### config.mk
export PLATFORM = sky130hd
export DESIGN_NAME = load_current_sense_control
export DESIGN_NICKNAME = d
export VERILOG_FILES = /design/src/logic/pin_sync.v /design/src/logic/load_current_sense_control.v
export VERILOG_INCLUDE_DIRS = /design/src /design/src/logic
export SDC_FILE = /design/constraint.sdc
export NUM_CORES = 1
export LEC_CHECK = 0
export BUFFER_PORTS_ARGS = -buffer_cell sky130_fd_sc_hd__buf_2
export CAP_MARGIN = 25
export CELL_PAD_IN_SITES_DETAIL_PLACEMENT = 0
export CELL_PAD_IN_SITES_GLOBAL_PLACEMENT = 1
export CORE_ASPECT_RATIO = 1.1
export CORE_MARGIN = 3
export CORE_UTILIZATION = 40
export CTS_BUF_LIST = sky130_fd_sc_hd__clkbuf_2
export CTS_CLUSTER_DIAMETER = 200
export CTS_CLUSTER_SIZE = 12
export DETAILED_ROUTE_END_ITERATION = 6
export HOLD_SLACK_MARGIN = 0.12
export MAX_ROUTING_LAYER = met4
export PLACE_DENSITY_LB_ADDON = 0.1
export SYNTH_ARGS = -nofsm -noshare
export SYNTH_HDL_FRONTEND = slang
export SYNTH_SLANG_ARGS = --single-unit
### constraint.sdc
create_clock -name clk_i -period 21.3 [get_ports clk_i]
set_input_delay 3.195 -clock clk_i [delete_from_list [all_inputs] [get_ports clk_i]]
set_output_delay 3.195 -clock clk_i [all_outputs]
set_load 0.03 [all_outputs]
### src/logic/sense_ctrl_regs.vh
// Register offsets, field positions, reset values and timing for the sense control block.
`ifndef SENSE_CTRL_REGS_VH
`define SENSE_CTRL_REGS_VH
// Byte offsets of the registers on the AXI4-Lite port.
`define GENERAL_CONFIG_OFS    8'h00
`define OVERCURRENT_CONFIG_OFS 8'h04
`define RETRY_CONFIG0_OFS     8'h08
`define RETRY_CONFIG1_OFS     8'h0c
`define SENSE_STATUS_OFS      8'h10
`define SENSE_VALUE_OFS       8'h14
// Field positions.
`define SEL_CH0_BIT           0
`define SEL_CH1_BIT           1
`define HOLD_SEL_BIT          2
`define LOW_RATIO_BIT         0
`define OFFSET_POL_BIT        8
// Reset values.
`define GENERAL_CONFIG_RST    32'h0000_0001
`define OVERCURRENT_CONFIG_RST 32'h0000_0000
`define RETRY_CONFIG_RST      32'h0000_0000
// Sense ratio divisors, 1/1500 and 1/500.
`define HIGH_RATIO_DIV        1500
`define LOW_RATIO_DIV         500
// Settling time after turn-on, in ns, and the clock period in ns.
`define SETTLE_NS             2000
`define CLK_NS                40
`define SETTLE_CYC            ((`SETTLE_NS + `CLK_NS - 1) / `CLK_NS)
// AXI responses.
`define RESP_OKAY             2'b00
`define RESP_SLVERR           2'b10
`endif

### src/logic/pin_sync.v
// Three-stage pin synchroniser that accepts a change once stages two and three agree.
`timescale 1ns/1ps
`default_nettype none
module pin_sync #(
  parameter WIDTH = 6
) (
  input  wire             clk_i,   // System clock.
  input  wire             nrst_i,  // Asynchronous reset, active low.
  input  wire             ce_i,    // Clock enable; state freezes while low.
  input  wire [WIDTH-1:0] pin_i,   // Raw asynchronous inputs.
  output reg  [WIDTH-1:0] sync_o   // Filtered, synchronised levels.
);
  reg [WIDTH-1:0] s1_r;  // First stage, read only by the second stage.
  reg [WIDTH-1:0] s2_r;  // Second stage.
  reg [WIDTH-1:0] s3_r;  // Third stage.

  // A bit follows the third stage only while stages two and three agree, so a one-cycle glitch is never seen.
  always @(posedge clk_i or negedge nrst_i) begin
    if (!nrst_i) begin
      s1_r   <= {WIDTH{1'b0}};
      s2_r   <= {WIDTH{1'b0}};
      s3_r   <= {WIDTH{1'b0}};
      sync_o <= {WIDTH{1'b0}};
    end else if (ce_i) begin
      s1_r   <= pin_i;
      s2_r   <= s1_r;
      s3_r   <= s2_r;
      sync_o <= ((s2_r ~^ s3_r) & s3_r) | ((s2_r ^ s3_r) & sync_o);
    end
  end
endmodule // pin_sync
`default_nettype wire

### src/logic/load_current_sense_control.v
// Load-current sense control with AXI4-Lite registers for a dual high-side switch.
//
// What this block does
// - Hold select 0 synchronous, 1 track-and-hold.
// - Hold select bit resets to 0.
// - Strobe low once settled, until switch-off.
// - Synchronous mode: no current shown when off.
// - Track-and-hold: sample at off, present held.
// - Track-and-hold: strobe high at switch-off capture.
// - Channel change discards held sample, reacquires.
// - Ratio bit picks 1/1500 or 1/500.
// - Low ratio reduces overcurrent thresholds.
// - Offset polarity bit D8: 1 positive, 0 negative.
// - Held sample keeps polarity active at off.
// - Sense in range only below lower overcurrent threshold.
// - Overcurrent window disables sensing, strobe high.
// - Two select bits pick ch0, ch1 or temperature.
`include "sense_ctrl_regs.vh"
`timescale 1ns/1ps
`default_nettype none
module load_current_sense_control #(
  parameter DW = 16  // Width of the digitised current and temperature words.
) (
  input  wire          clk_i,                 // 25 MHz clock.
  input  wire          nrst_i,                // Asynchronous reset, active low.
  input  wire          ce_i,                  // Clock enable.
  input  wire [7:0]    awaddr_i,              // Write address.
  input  wire          awvalid_i,             // Write address valid.
  output reg           awready_o,             // Write address ready.
  input  wire [31:0]   wdata_i,               // Write data.
  input  wire [3:0]    wstrb_i,               // Write byte strobes.
  input  wire          wvalid_i,              // Write data valid.
  output reg           wready_o,              // Write data ready.
  output reg  [1:0]    bresp_o,               // Write response.
  output reg           bvalid_o,              // Write response valid.
  input  wire          bready_i,              // Write response ready.
  input  wire [7:0]    araddr_i,              // Read address.
  input  wire          arvalid_i,             // Read address valid.
  output reg           arready_o,             // Read address ready.
  output reg  [31:0]   rdata_o,               // Read data.
  output reg  [1:0]    rresp_o,               // Read response.
  output reg           rvalid_o,              // Read data valid.
  input  wire          rready_i,              // Read data ready.
  input  wire [1:0]    ch_on_i,               // Channel on pins.
  input  wire [1:0]    oc_window_i,           // Overcurrent window active per channel.
  input  wire [1:0]    above_ocl_i,           // Load above lower overcurrent threshold.
  input  wire [DW-1:0] load_current0_i,       // Channel 0 load current word.
  input  wire [DW-1:0] load_current1_i,       // Channel 1 load current word.
  input  wire [DW-1:0] temperature_i,         // Device temperature word.
  output reg  [DW-1:0] sense_value_o,         // Value presented on the sense output.
  output reg           sense_valid_strobe_n_o, // Low while the sense value is valid.
  output reg           offset_positive_o,     // Offset sign in effect.
  output reg           low_ratio_o,           // High while the 1/500 ratio is selected.
  output reg           oc_reduced_o,          // High while reduced overcurrent thresholds apply.
  output reg           sense_in_range_o       // High while the load is within the sense range.
);
  // Sense state machine codes.
  localparam [1:0] ST_OFF    = 2'd0;  // Channel off or sensing idle.
  localparam [1:0] ST_SETTLE = 2'd1;  // Channel on, output settling.
  localparam [1:0] ST_VALID  = 2'd2;  // Output valid, strobe low.
  localparam [1:0] ST_HELD   = 2'd3;  // Track-and-hold sample presented.
  localparam integer SETTLE_LAST_I = `SETTLE_CYC - 1;  // Last count of the settling wait.
  localparam [15:0] SETTLE_LAST = SETTLE_LAST_I[15:0];  // Cut to the counter's width.
  localparam [2:0] IDX_GEN = 3'd0;  // Register indices from the address decoder.
  localparam [2:0] IDX_OCR = 3'd1;
  localparam [2:0] IDX_RT0 = 3'd2;
  localparam [2:0] IDX_RT1 = 3'd3;
  localparam [2:0] IDX_STA = 3'd4;
  localparam [2:0] IDX_VAL = 3'd5;
  localparam [2:0] IDX_BAD = 3'd7;

  reg  [31:0]   general_config_reg_r;     // Channel select and hold select.
  reg  [31:0]   overcurrent_config_reg_r; // Sense ratio select.
  reg  [31:0]   retry_config_reg0_r;      // Channel 0 offset polarity.
  reg  [31:0]   retry_config_reg1_r;      // Channel 1 offset polarity.
  reg  [7:0]    wr_addr_r;                // Captured write address.
  reg  [31:0]   wr_data_r;                // Captured write data.
  reg  [3:0]    wr_strb_r;                // Captured write strobes.
  reg  [1:0]    state_r;                  // Sense state.
  reg  [1:0]    state_nxt;                // Next sense state.
  reg  [15:0]   settle_cnt_r;             // Settling counter.
  reg  [DW-1:0] held_value_r;             // Track-and-hold sample.
  reg           held_pol_r;               // Offset polarity captured with the sample.
  reg  [1:0]    sel_prev_r;               // Channel select seen last cycle.
  wire [5:0]    pins_s;                   // Synchronised channel pins.
  wire [1:0]    sel;                      // Channel select field.
  wire          hold_mode;                // Track-and-hold selected.
  wire          low_ratio;                // Low-current ratio selected.
  wire          mon_ch;                   // Monitored channel index.
  wire          temp_sel;                 // Temperature selected instead of a current.
  wire          mon_on;                   // Monitored channel is on.
  wire          mon_ocw;                  // Overcurrent window on monitored channel.
  wire          mon_above;                // Monitored load above the sense range.
  wire          live_pol;                 // Live offset polarity of the monitored channel.
  wire [DW-1:0] mon_current;              // Load current of the monitored channel.
  wire [DW-1:0] live_value;               // Scaled live sense value.
  reg  [DW-1:0] value_nxt;                // Next presented value.

  // Channel state and overcurrent pins come from the power stage, so they are synchronised.
  pin_sync #(.WIDTH(6)) u_pin_sync (
    .clk_i  (clk_i),
    .nrst_i (nrst_i),
    .ce_i   (ce_i),
    .pin_i  ({above_ocl_i, oc_window_i, ch_on_i}),
    .sync_o (pins_s)
  );

  // Maps a byte address to a register index; unmapped addresses give IDX_BAD.
  function [2:0] reg_index;
    input [7:0] addr;
    begin
      if (addr == `GENERAL_CONFIG_OFS) begin
        reg_index = IDX_GEN;
      end else if (addr == `OVERCURRENT_CONFIG_OFS) begin
        reg_index = IDX_OCR;
      end else if (addr == `RETRY_CONFIG0_OFS) begin
        reg_index = IDX_RT0;
      end else if (addr == `RETRY_CONFIG1_OFS) begin
        reg_index = IDX_RT1;
      end else if (addr == `SENSE_STATUS_OFS) begin
        reg_index = IDX_STA;
      end else if (addr == `SENSE_VALUE_OFS) begin
        reg_index = IDX_VAL;
      end else begin
        reg_index = IDX_BAD;
      end
    end
  endfunction

  // Merges write data into an old word under the byte strobes.
  function [31:0] merge;
    input [31:0] old;
    input [31:0] data;
    input [3:0]  strb;
    integer i;
    begin
      merge = old;
      for (i = 0; i < 4; i = i + 1) begin
        if (strb[i]) begin
          merge[i*8 +: 8] = data[i*8 +: 8];
        end
      end
    end
  endfunction

  // Register fields as the sense logic sees them.
  assign sel       = {general_config_reg_r[`SEL_CH1_BIT], general_config_reg_r[`SEL_CH0_BIT]};
  assign hold_mode = general_config_reg_r[`HOLD_SEL_BIT];
  assign low_ratio = overcurrent_config_reg_r[`LOW_RATIO_BIT];
  assign temp_sel  = (sel != 2'b01) && (sel != 2'b10);
  assign mon_ch    = (sel == 2'b10);
  assign mon_on    = pins_s[mon_ch];
  assign mon_ocw   = pins_s[2 + mon_ch];
  assign mon_above = pins_s[4 + mon_ch];
  assign live_pol  = mon_ch ? retry_config_reg1_r[`OFFSET_POL_BIT]
                            : retry_config_reg0_r[`OFFSET_POL_BIT];
  assign mon_current = mon_ch ? load_current1_i : load_current0_i;
  // Quotients are 32 bits wide, but a divided-down word always fits DW bits, so only those are kept.
  wire [31:0] quot_lo = {{(32-DW){1'b0}}, mon_current} / `LOW_RATIO_DIV;
  wire [31:0] quot_hi = {{(32-DW){1'b0}}, mon_current} / `HIGH_RATIO_DIV;
  assign live_value = low_ratio ? quot_lo[DW-1:0] : quot_hi[DW-1:0];

  // Next sense state; channel change, temperature select and the monitored channel's overcurrent window all restart sensing.
  always @* begin
    state_nxt = state_r;
    if (sel != sel_prev_r || temp_sel || mon_ocw) begin
      state_nxt = ST_OFF;
    end else begin
      case (state_r)
        ST_OFF: begin
          if (mon_on) begin
            state_nxt = ST_SETTLE;
          end
        end
        ST_SETTLE: begin
          if (!mon_on) begin
            state_nxt = ST_OFF;
          end else if (settle_cnt_r == SETTLE_LAST) begin
            state_nxt = ST_VALID;
          end
        end
        ST_VALID: begin
          if (!mon_on) begin
            state_nxt = hold_mode ? ST_HELD : ST_OFF;
          end
        end
        default: begin
          if (mon_on) begin
            state_nxt = ST_SETTLE;
          end else if (!hold_mode) begin
            state_nxt = ST_OFF;
          end
        end
      endcase
    end
  end

  // Presented value per state: live while on, the held sample in hold, nothing in synchronous off.
  always @* begin
    value_nxt = {DW{1'b0}};
    if (temp_sel) begin
      value_nxt = temperature_i;
    end else if (state_nxt == ST_SETTLE || state_nxt == ST_VALID) begin
      value_nxt = live_value;
    end else if (state_nxt == ST_HELD) begin
      value_nxt = (state_r == ST_VALID) ? live_value : held_value_r;
    end
  end

  // Sense state, counters, track-and-hold sample and the sense outputs.
  always @(posedge clk_i or negedge nrst_i) begin
    if (!nrst_i) begin
      state_r                <= ST_OFF;
      settle_cnt_r           <= 16'h0000;
      held_value_r           <= {DW{1'b0}};
      held_pol_r             <= 1'b0;
      sel_prev_r             <= 2'b01;
      sense_value_o          <= {DW{1'b0}};
      sense_valid_strobe_n_o <= 1'b1;
      offset_positive_o      <= 1'b0;
      low_ratio_o            <= 1'b0;
      oc_reduced_o           <= 1'b0;
      sense_in_range_o       <= 1'b0;
    end else if (ce_i) begin
      state_r       <= state_nxt;
      sel_prev_r    <= sel;
      sense_value_o <= value_nxt;
      // The counter runs only while settling, so every turn-on waits the full time.
      if (state_nxt == ST_SETTLE && state_r == ST_SETTLE) begin
        settle_cnt_r <= settle_cnt_r + 16'h0001;
      end else begin
        settle_cnt_r <= 16'h0000;
      end
      // The sample and its polarity are taken together at switch-off, so later polarity writes do not move it.
      if (state_r == ST_VALID && state_nxt == ST_HELD) begin
        held_value_r <= live_value;
        held_pol_r   <= live_pol;
      end else if (state_nxt == ST_OFF) begin
        held_value_r <= {DW{1'b0}};
      end
      // Strobe is low only in the valid state.
      sense_valid_strobe_n_o <= (state_nxt != ST_VALID);
      offset_positive_o      <= (state_nxt == ST_HELD) ?
                                ((state_r == ST_VALID) ? live_pol : held_pol_r) : live_pol;
      low_ratio_o            <= low_ratio;
      oc_reduced_o           <= low_ratio;
      sense_in_range_o       <= (state_nxt == ST_VALID) && !mon_above;
    end
  end

  // AXI4-Lite write path: address and data are taken in either order, then written and answered.
  always @(posedge clk_i or negedge nrst_i) begin
    if (!nrst_i) begin
      awready_o                <= 1'b1;
      wready_o                 <= 1'b1;
      bvalid_o                 <= 1'b0;
      bresp_o                  <= `RESP_OKAY;
      wr_addr_r                <= 8'h00;
      wr_data_r                <= 32'h0000_0000;
      wr_strb_r                <= 4'h0;
      general_config_reg_r     <= `GENERAL_CONFIG_RST;
      overcurrent_config_reg_r <= `OVERCURRENT_CONFIG_RST;
      retry_config_reg0_r      <= `RETRY_CONFIG_RST;
      retry_config_reg1_r      <= `RETRY_CONFIG_RST;
    end else if (ce_i) begin
      if (awvalid_i && awready_o) begin
        wr_addr_r <= awaddr_i;
        awready_o <= 1'b0;
      end
      if (wvalid_i && wready_o) begin
        wr_data_r <= wdata_i;
        wr_strb_r <= wstrb_i;
        wready_o  <= 1'b0;
      end
      // Both halves held and no answer pending: perform the write once.
      if (!awready_o && !wready_o && !bvalid_o) begin
        bvalid_o <= 1'b1;
        bresp_o  <= `RESP_OKAY;
        case (reg_index(wr_addr_r))
          IDX_GEN: general_config_reg_r     <= merge(general_config_reg_r, wr_data_r, wr_strb_r);
          IDX_OCR: overcurrent_config_reg_r <= merge(overcurrent_config_reg_r, wr_data_r, wr_strb_r);
          IDX_RT0: retry_config_reg0_r      <= merge(retry_config_reg0_r, wr_data_r, wr_strb_r);
          IDX_RT1: retry_config_reg1_r      <= merge(retry_config_reg1_r, wr_data_r, wr_strb_r);
          IDX_STA, IDX_VAL: bresp_o         <= `RESP_OKAY;
          default: bresp_o                  <= `RESP_SLVERR;
        endcase
      end
      // The response handshake reopens both channels for the next write.
      if (bvalid_o && bready_i) begin
        bvalid_o  <= 1'b0;
        awready_o <= 1'b1;
        wready_o  <= 1'b1;
      end
    end
  end

  // AXI4-Lite read path: the word is sampled at the address handshake and answered next cycle.
  always @(posedge clk_i or negedge nrst_i) begin
    if (!nrst_i) begin
      arready_o <= 1'b1;
      rvalid_o  <= 1'b0;
      rdata_o   <= 32'h0000_0000;
      rresp_o   <= `RESP_OKAY;
    end else if (ce_i) begin
      if (arvalid_i && arready_o) begin
        arready_o <= 1'b0;
        rvalid_o  <= 1'b1;
        rresp_o   <= `RESP_OKAY;
        rdata_o   <= 32'h0000_0000;
        case (reg_index(araddr_i))
          IDX_GEN: rdata_o <= general_config_reg_r;
          IDX_OCR: rdata_o <= overcurrent_config_reg_r;
          IDX_RT0: rdata_o <= retry_config_reg0_r;
          IDX_RT1: rdata_o <= retry_config_reg1_r;
          // Status shows the sense state, strobe, range flag and synchronised pins.
          IDX_STA: rdata_o <= {20'h00000, pins_s, sense_in_range_o,
                               sense_valid_strobe_n_o, offset_positive_o, 1'b0, state_r};
          IDX_VAL: rdata_o[DW-1:0] <= sense_value_o;
          default: rresp_o <= `RESP_SLVERR;
        endcase
      end
      if (rvalid_o && rready_i) begin
        rvalid_o  <= 1'b0;
        arready_o <= 1'b1;
      end
    end
  end
endmodule // load_current_sense_control
`default_nettype wire

==> results of run 1 <==
-- state kept, by name, indices dropped and copies added, names as in the netlist, 2 cells and up --
name                      cells
sense_value_o                16
u_pin_sync.s3_r               6
u_pin_sync.sync_o             6
settle_cnt_r                 16
wr_data_r                    32
u_pin_sync.s2_r               6
retry_config_reg1_r          32
general_config_reg_r         32
retry_config_reg0_r          32
u_pin_sync.s1_r               6
overcurrent_config_reg_r     32
held_value_r                  8
wr_strb_r                     4
state_r                       2
sel_prev_r                    2
wr_addr_r                     8
rdata_o                      32
-- area by class of cell --
type | instances | area (um2)
clock inverters | 2 | 33.8
well taps | 500 | 626
repair buffers | 186 | 988
clock buffers | 36 | 180
multi-input cells | 1065 | 8310
flip-flops and latches | 284 | 7110
fillers | 3712 | 21200
inverters | 43 | 161
diodes | 4 | 10.0
-- final timing paths --
kind	from	end	slack [ps]	cells after the start
setup / recovery	load_current1_i[12]	held_value_r[0]	4210	65
hold reg to reg	rdata_o[29]	rdata_o[29]	500	2
max in group asynchronous	nrst_i	held_value_r[7]	17430	2
setup reg to reg	general_config_reg_r[0]	held_value_r[0]	5170	67
hold / removal	rdata_o[29]	rdata_o[29]	500	2
min in group asynchronous	nrst_i	rdata_o[27]	2290	1
-- worst max-delay path, delay by kind of cell --
| kind | cells | cell delay (ps) |
|---|---|---|
| buffers and inverters | 7 | 610 |
| muxes | 3 | 780 |
| xor gates and xnor gates | 7 | 1260 |
| and+or+nand+nor | 16 | 3000 |
| AOI/OAI and AO/OA | 24 | 6410 |
| adders and majority gates | 8 | 2650 |
-- kinds of logic after synthesis --
family / synth area share
flip-flops: 0.449
multiplexers: 0.210
AND/OR/NAND/NOR: 0.122
XOR/XNOR: 0.0265
other: 0.000237
AO/OA/AOI/OAI: 0.137
buffers and inverters: 0.0280
adder cells (fa/ha/maj): 0.0276
-- stage by stage --
stage | util | instance area [um2] | hold slack (ps) | setup slack [ps]
floorplan | - | 15800 | 451 | 5610
global placement | 0.445 | 17200 | 453 | 3800
detailed placement | 0.445 | 17200 | 458 | 3370
CTS | 0.450 | 17400 | 502 | 4460
global route | 0.451 | 17400 | 514 | 3080
finish | 0.451 | 17400 | 498 | 4210
-- layer usage --
metal	wire length, um	up-vias
li1	-	5666
met5	0	-
met2	21200	213
met1	19900	5927
met3	1370	50
met4	773	0
-- placed cells by master (no fill, tap or decap), drive strengths merged, types with 14 or more instances in the layout --
cell / n
nor3: 25
dfrtp: 278
xnor2: 33
xor2: 14
o22ai: 15
a211oi: 16
buf: 186
ha: 35
mux2: 211
clkbuf: 36
o21ai: 87
mux2i: 45
and3: 14
a21oi: 57
nor2: 78
nand2: 136
and2: 14
nand3: 64
inv: 43
mux4: 21
-- report_power, final --
group          internal [mW]  switching, mW  total [mW]
clock                 0.0560          0.174       0.230
sequential             0.634         0.0895       0.723
combinational          0.288          0.393       0.681
==> results.cfg, run 1 <==
[synthesis]
synthDistinctLibCells = 105
netlist_top_cells_count = dfrtp_1 (278), mux2_2 (209), nand2_1 (135)
synth_seq_cells = 284
synth_area_um2 = 15800
synth_largest_area_cell = dfrtp_1
async_flop_share = 1.00
yosys-top-cells-area = dfrtp_1 (44%), mux2_2 (15%), nand2_1 (3.2%)
yosys.area.top_type_share = 0.439
yosysSeqAreaShare = 0.449
ys.flop_type = dfrtp_1
synth_area_per_cell_um2 = 10.9
yosysWarnings = 0
synthCells = 1453
synth_edf_count = 0
yosysMostFrequentCell = dfrtp_1

[clock_network]
hold_buffers = 0
cts_setup_buffers = 0
clock-sinks = 284
clk_path_buf_depth = 3
cts_buffers = 27
htreeDepth = 1
cts_root_buffer = clkbuf_2
clk_latency_ps = 930
cts_tree = yes
clk_pin_slew_ps = 270
cts_resized = 0

[global_route]
grt_antenna_before_repair = 4
busiest_layer = met2
grt_max_degree = 179
grt_usage = 0.210
grt_pass1_vias = 12200
gr-usage-met1 = 0.280
use_met3 = 0.0211
overflow = 0
globalRouteMet2Util = 0.349
grt_pass1_wl_um = 69000

[die]
dieWidth_um = 196
start_util = 0.410
fp.dieArea_um2 = 42000
fp.coreArea_um2 = 38700
io_pins = 176
die_h_um = 215
num_rows = 75

[pwr]
power_mw = 1.63
leakagePower_nw = 8.06
powerDensity_nw_per_um2 = 93.8
ir_drop_v = 0.0000695

[detailed_routing]
ant_nets = 0
via_count = 11900
first_pass_iters = 5
drtIter0Drc = 723
vias_per_cell = 5.59
drc_errors = 0
wirelength_um = 43200
wl_per_cell_um = 20.4

[timing]
hold_violations = 0
setup_viol = 0
relSlewSlack = 0.218
period_share = 0.802
drv_slew = 0
period_minus_slack_ps = 17090
max_freq_mhz = 58.5
finClkSkew_ps = 58.0
worstMarginPinSlew_ps = 1170
final.setup.tns_ps = 0
grt_setup_unrepaired = no

[run_status]
status = completed

[setup_path]
end_kind = flip-flop
cp.arrival_ps = 17960
critical_path_class = input port to flip-flop
cp_slowest_cell = o311ai_4
start_kind = input port
critPathMaxStageDelay_ps = 720
crit_path_frequent_cell = ha_1
worst-endpoint-required_ps = 22170
critPathMaxFanout = 11

[place]
place_inst = 2078
port_buffers = 173
globalplace.congestion = 0.885
dp_hpwl_um = 30800

[flow_run]
max-cap-violations = 0

[final_layout]
nets = 1756
layout-drive-gt1-share = 0.314
final_cell_count_no_fill = 2120
area_growth_pct = 9.95

[worst_hold_path]
hold_class = flip-flop to flip-flop
No activity file was read; power rests on OpenSTA's default activity.
==> run 2, diff against run 1 <==
- clock period: 21.3 -> 17.4 ns (I/O delays scaled with it)
==> run 2 against run 1 <==
Setup slack worse by 2900 ps. Clock power up 21%. Critical path depth up 1. First-iteration DRC count down 8.6%. Hold slack about the same. Clock skew up 18 ps.
==> results.cfg, run 2 (synthesis gave the netlist of run 1 again) <==
[clock_network]
clk_pin_slew_ps = 260
hold_buffers = 0
cts_root_buffer = clkbuf_2
cts_setup_buffers = 0
clk_latency_ps = 940
htreeDepth = 1
cts_tree = yes
clk_path_buf_depth = 3
clock-sinks = 284
cts_buffers = 27
cts_resized = 0

[pwr]
power_mw = 2.00
leakagePower_nw = 8.07
ir_drop_v = 0.0000744
powerDensity_nw_per_um2 = 115

[timing]
finClkSkew_ps = 75.7
period_share = 0.926
holdWs_ps = 498
hold_violations = 0
final.setup.tns_ps = 0
drv_slew = 0
setup_viol = 0
grt_setup_unrepaired = no
max_freq_mhz = 62.1
relSlewSlack = 0.286
period_minus_slack_ps = 16110
worstMarginPinSlew_ps = 1060

[global_route]
grt_antenna_before_repair = 2
use_met3 = 0.0211
grt_pass1_vias = 12300
globalRouteMet2Util = 0.352
grt_usage = 0.210
busiest_layer = met2
grt_max_degree = 179
overflow = 0
grt_pass1_wl_um = 69100
gr-usage-met1 = 0.276

[detailed_routing]
wl_per_cell_um = 20.5
drc_errors = 0
ant_nets = 0
via_count = 12000
wirelength_um = 43400
drtIter0Drc = 661
vias_per_cell = 5.66
first_pass_iters = 5

[setup_path]
crit_path_frequent_cell = ha_1
critPathMaxFanout = 10
rr_endpoint = held_value_r[0]
critPathMaxStageDelay_ps = 420
end_kind = flip-flop
worst_r2r_path_depth = 67
cp.arrival_ps = 16990
worst-endpoint-required_ps = 18280
cp_slowest_cell = and4bb_1
rrSetupSlack_ps = 1990
critical_path_class = input port to flip-flop
r2r-start = general_config_reg_r[0]
start_kind = input port

[final_layout]
layout_commonest_cell = dfrtp_1
layout-drive-gt1-share = 0.315
final_cell_mix = dfrtp_1 (278), mux2_2 (209), buf_2 (171)
area_growth_pct = 10.0
nets = 1758
utilization = 0.451

[flow_run]
max-cap-violations = 0

[die]
start_util = 0.410
die_h_um = 215
num_rows = 75
dieWidth_um = 196
fp.coreArea_um2 = 38700
io_pins = 176
fp.dieArea_um2 = 42000

[worst_hold_path]
whs_path_depth = 2
hold_class = flip-flop to flip-flop
min-delay-start = arready_o
hold_path_end = arready_o

[run_status]
status = completed

[place]
port_buffers = 173
globalplace.congestion = 0.879
dp_hpwl_um = 31000
## run 2: changes by cell type in the layout (fill, tap and decap cells not counted), sizes merged
cell	change
buf	+2
diode	-2
## run 2: worst max path at each step
stage | startpoint | end | slack, ps | cells after the start
final | load_current0_i[10] | held_value_r[0] | 1290 | 66
after global routing | load_current0_i[10] | held_value_r[0] | 40 | 66
after CTS | load_current0_i[10] | sense_value_o[0] | 1470 | 67
after detailed placement | load_current0_i[10] | held_value_r[0] | 460 | 67
after global placement | load_current0_i[10] | held_value_r[0] | 810 | 66
after floorplan | load_current0_i[10] | held_value_r[0] | 2300 | 66
## run 2: layout make-up
| class | instances | area [um2] |
|---|---|---|
| sequential | 284 | 7110 |
| clock inverter | 2 | 33.8 |
| timing repair buffer | 188 | 1000 |
| antenna | 2 | 5.00 |
| tap | 500 | 626 |
| clock buffer | 36 | 180 |
| fill | 3726 | 21200 |
| multi-input combinational | 1065 | 8310 |
| inverter | 43 | 161 |
## run 2: critical path, delay by kind of cell
kind	cells	cell delay (ps)
fa+ha+maj	8	2620
xor+xnor	7	1370
buf+inv	4	310
compound gates	24	5760
mux	3	810
simple gates	20	3470
## run 2: metal layers
metal	vias to the layer above	share of wire
li1	5681	-
met1	6032	0.46
met2	220	0.49
met3	59	0.032
met4	0	0.020
met5	-	0
## run 2: per-stage QoR
step                area [um2]  setup slack, ps  std cells
global placement         17200              815       2080
floorplan                15800             2300       1454
detailed placement       17200              460       2080
global route             17400             40.5       2120
CTS                      17400             1470       2118
finish                   17400             1290       2120
## run 2: report_power, final
| group | leakage (nW) | internal (mW) | total, mW | switching [mW] |
|---|---|---|---|---|
| sequential | 3.79 | 0.776 | 0.886 | 0.110 |
| combinational | 4.11 | 0.356 | 0.836 | 0.480 |
| clock | 0.168 | 0.0686 | 0.279 | 0.211 |
==> run 3, diff against run 2 <==
- CELL_PAD_IN_SITES_GLOBAL_PLACEMENT: 1 -> 2
==> run 3 against run 2 <==
Setup slack got worse by 58 ps. Sequential share of layout area about the same. Fmax decreased by 0.36%. Global-route usage increased by 0.47 points. Sequential power about the same. Clock power about the same. Design area about the same. Register-to-register slack improved by 40 ps.
==> results.cfg, run 3 (synthesis gave the netlist of run 1 again) <==
[detailed_routing]
vias_per_cell = 5.64
drc_errors = 0
via_count = 12000
wl_per_cell_um = 20.9
wirelength_um = 44300
first_pass_iters = 5
drtIter0Drc = 601
ant_nets = 0

[pwr]
powerDensity_nw_per_um2 = 116
netSwitchingPower_mw = 0.814
ir_drop_v = 0.0000745
clockPowerShare = 0.137
p_int_mw = 1.20
leakagePower_nw = 8.06
p_comb_frac = 0.425
seq_power_share = 0.438
switching_share = 0.404
power_mw = 2.01

[timing]
drv_slew = 0
final.setup.tns_ps = 0
period_share = 0.929
relSlewSlack = 0.276
max_freq_mhz = 61.9
period_minus_slack_ps = 16160
hold_violations = 0
worstMarginPinSlew_ps = 1090
holdWs_ps = 504
setup_viol = 0
fin_ws_ps = 1240
finClkSkew_ps = 102
grt_setup_unrepaired = no

[final_layout]
final_cell_count_no_fill = 2121
finish.instance_area_um2 = 17400
utilization = 0.451
layout-drive-gt1-share = 0.315
fill_cells = 3754
area_growth_pct = 10.1
final_cell_mix = dfrtp_1 (278), mux2_2 (209), buf_2 (171)
nets = 1757
layout_commonest_cell = dfrtp_1

[place]
dp_hpwl_um = 32200
dpl_worst_slack_ps = 194
port_buffers = 173
globalplace.congestion = 0.837
placed_area_um2 = 17200
place_inst = 2077

[die]
fp.dieArea_um2 = 42000
fp.coreArea_um2 = 38700
io_pins = 176
die_h_um = 215
start_util = 0.410
dieWidth_um = 196
num_rows = 75

[clock_network]
htreeDepth = 1
clock-sinks = 284
cts_tree = yes
cts_buffers = 27
hold_buffers = 0
clk_path_buf_depth = 3
clk_latency_ps = 930
clk_pin_slew_ps = 260
cts_root_buffer = clkbuf_2

[setup_path]
cp_slowest_cell = and4bb_1
worst-endpoint-required_ps = 18230
critPathMaxStageDelay_ps = 420
start_kind = input port
cp.arrival_ps = 16990
critical_path_class = input port to flip-flop
critPathMaxFanout = 10
crit_path_frequent_cell = ha_1
end_kind = flip-flop

[global_route]
grt_antenna_before_repair = 5
grt_usage = 0.214
grt_pass1_vias = 12500
grt_pass1_wl_um = 70400
grt_max_degree = 180
overflow = 0

[run_status]
status = completed

[flow_run]
max-cap-violations = 0

[worst_hold_path]
hold_class = flip-flop to flip-flop
## run 3: timing repair
action                                  in CTS  in global routing
buffers inserted                             0                  2
hold endpoints to repair                     0                  0
endpoints found under the setup margin       0                  2
gates resized for setup                      0                  2
## run 3: final timing paths
| kind | from | slack, ps | to | cells past startpoint |
|---|---|---|---|---|
| hold / removal | arready_o | 500 | arready_o | 2 |
| setup reg to reg | general_config_reg_r[0] | 2030 | held_value_r[0] | 67 |
| hold reg to reg | arready_o | 500 | arready_o | 2 |
| max in group asynchronous | nrst_i | 14190 | retry_config_reg0_r[14] | 2 |
| min in group asynchronous | nrst_i | 1730 | u_pin_sync.s1_r[4] | 1 |
| setup / recovery | load_current0_i[10] | 1240 | held_value_r[0] | 66 |
## run 3: critical path, delay by kind of cell
family                     cells  cell delay [ps]
buffers and inverters          4              310
and+or+nand+nor               20             3460
xor gates and xnor gates       7             1400
AOI/OAI and AO/OA             24             5670
adders and majority gates      8             2670
muxes                          3              820
## run 3: power groups by stage
stage          combinational (mW)  clock [mW]  sequential (mW)
2_1_floorplan               0.601           0            0.889
3_3_place_gp                0.858           0            0.891
3_5_place_dp                0.850           0            0.898
4_1_cts                     0.855       0.296            0.884
5_1_grt                     0.943       0.319            0.904
6_report                    0.855       0.276            0.883
## run 3: area by class of cell
cell class	count	area [um2]	share of cell area
Clock inverter	2	37.5	0.00215
Clock buffer	35	175	0.0100
Sequential cell	284	7110	0.408
Antenna cell	5	12.5	0.000717
Timing Repair Buffer	187	996	0.0571
Multi-Input combinational cell	1065	8320	0.477
Tap cell	500	626	0.0359
Inverter	43	161	0.00925
## run 3: routing by layer
layer	vias up	routed length (um)	GRT usage
met5	-	0	-
li1	5657	-	-
met1	6027	19500	0.274
met2	232	22300	0.368
met4	0	825	0.0442
met3	50	1700	0.0257
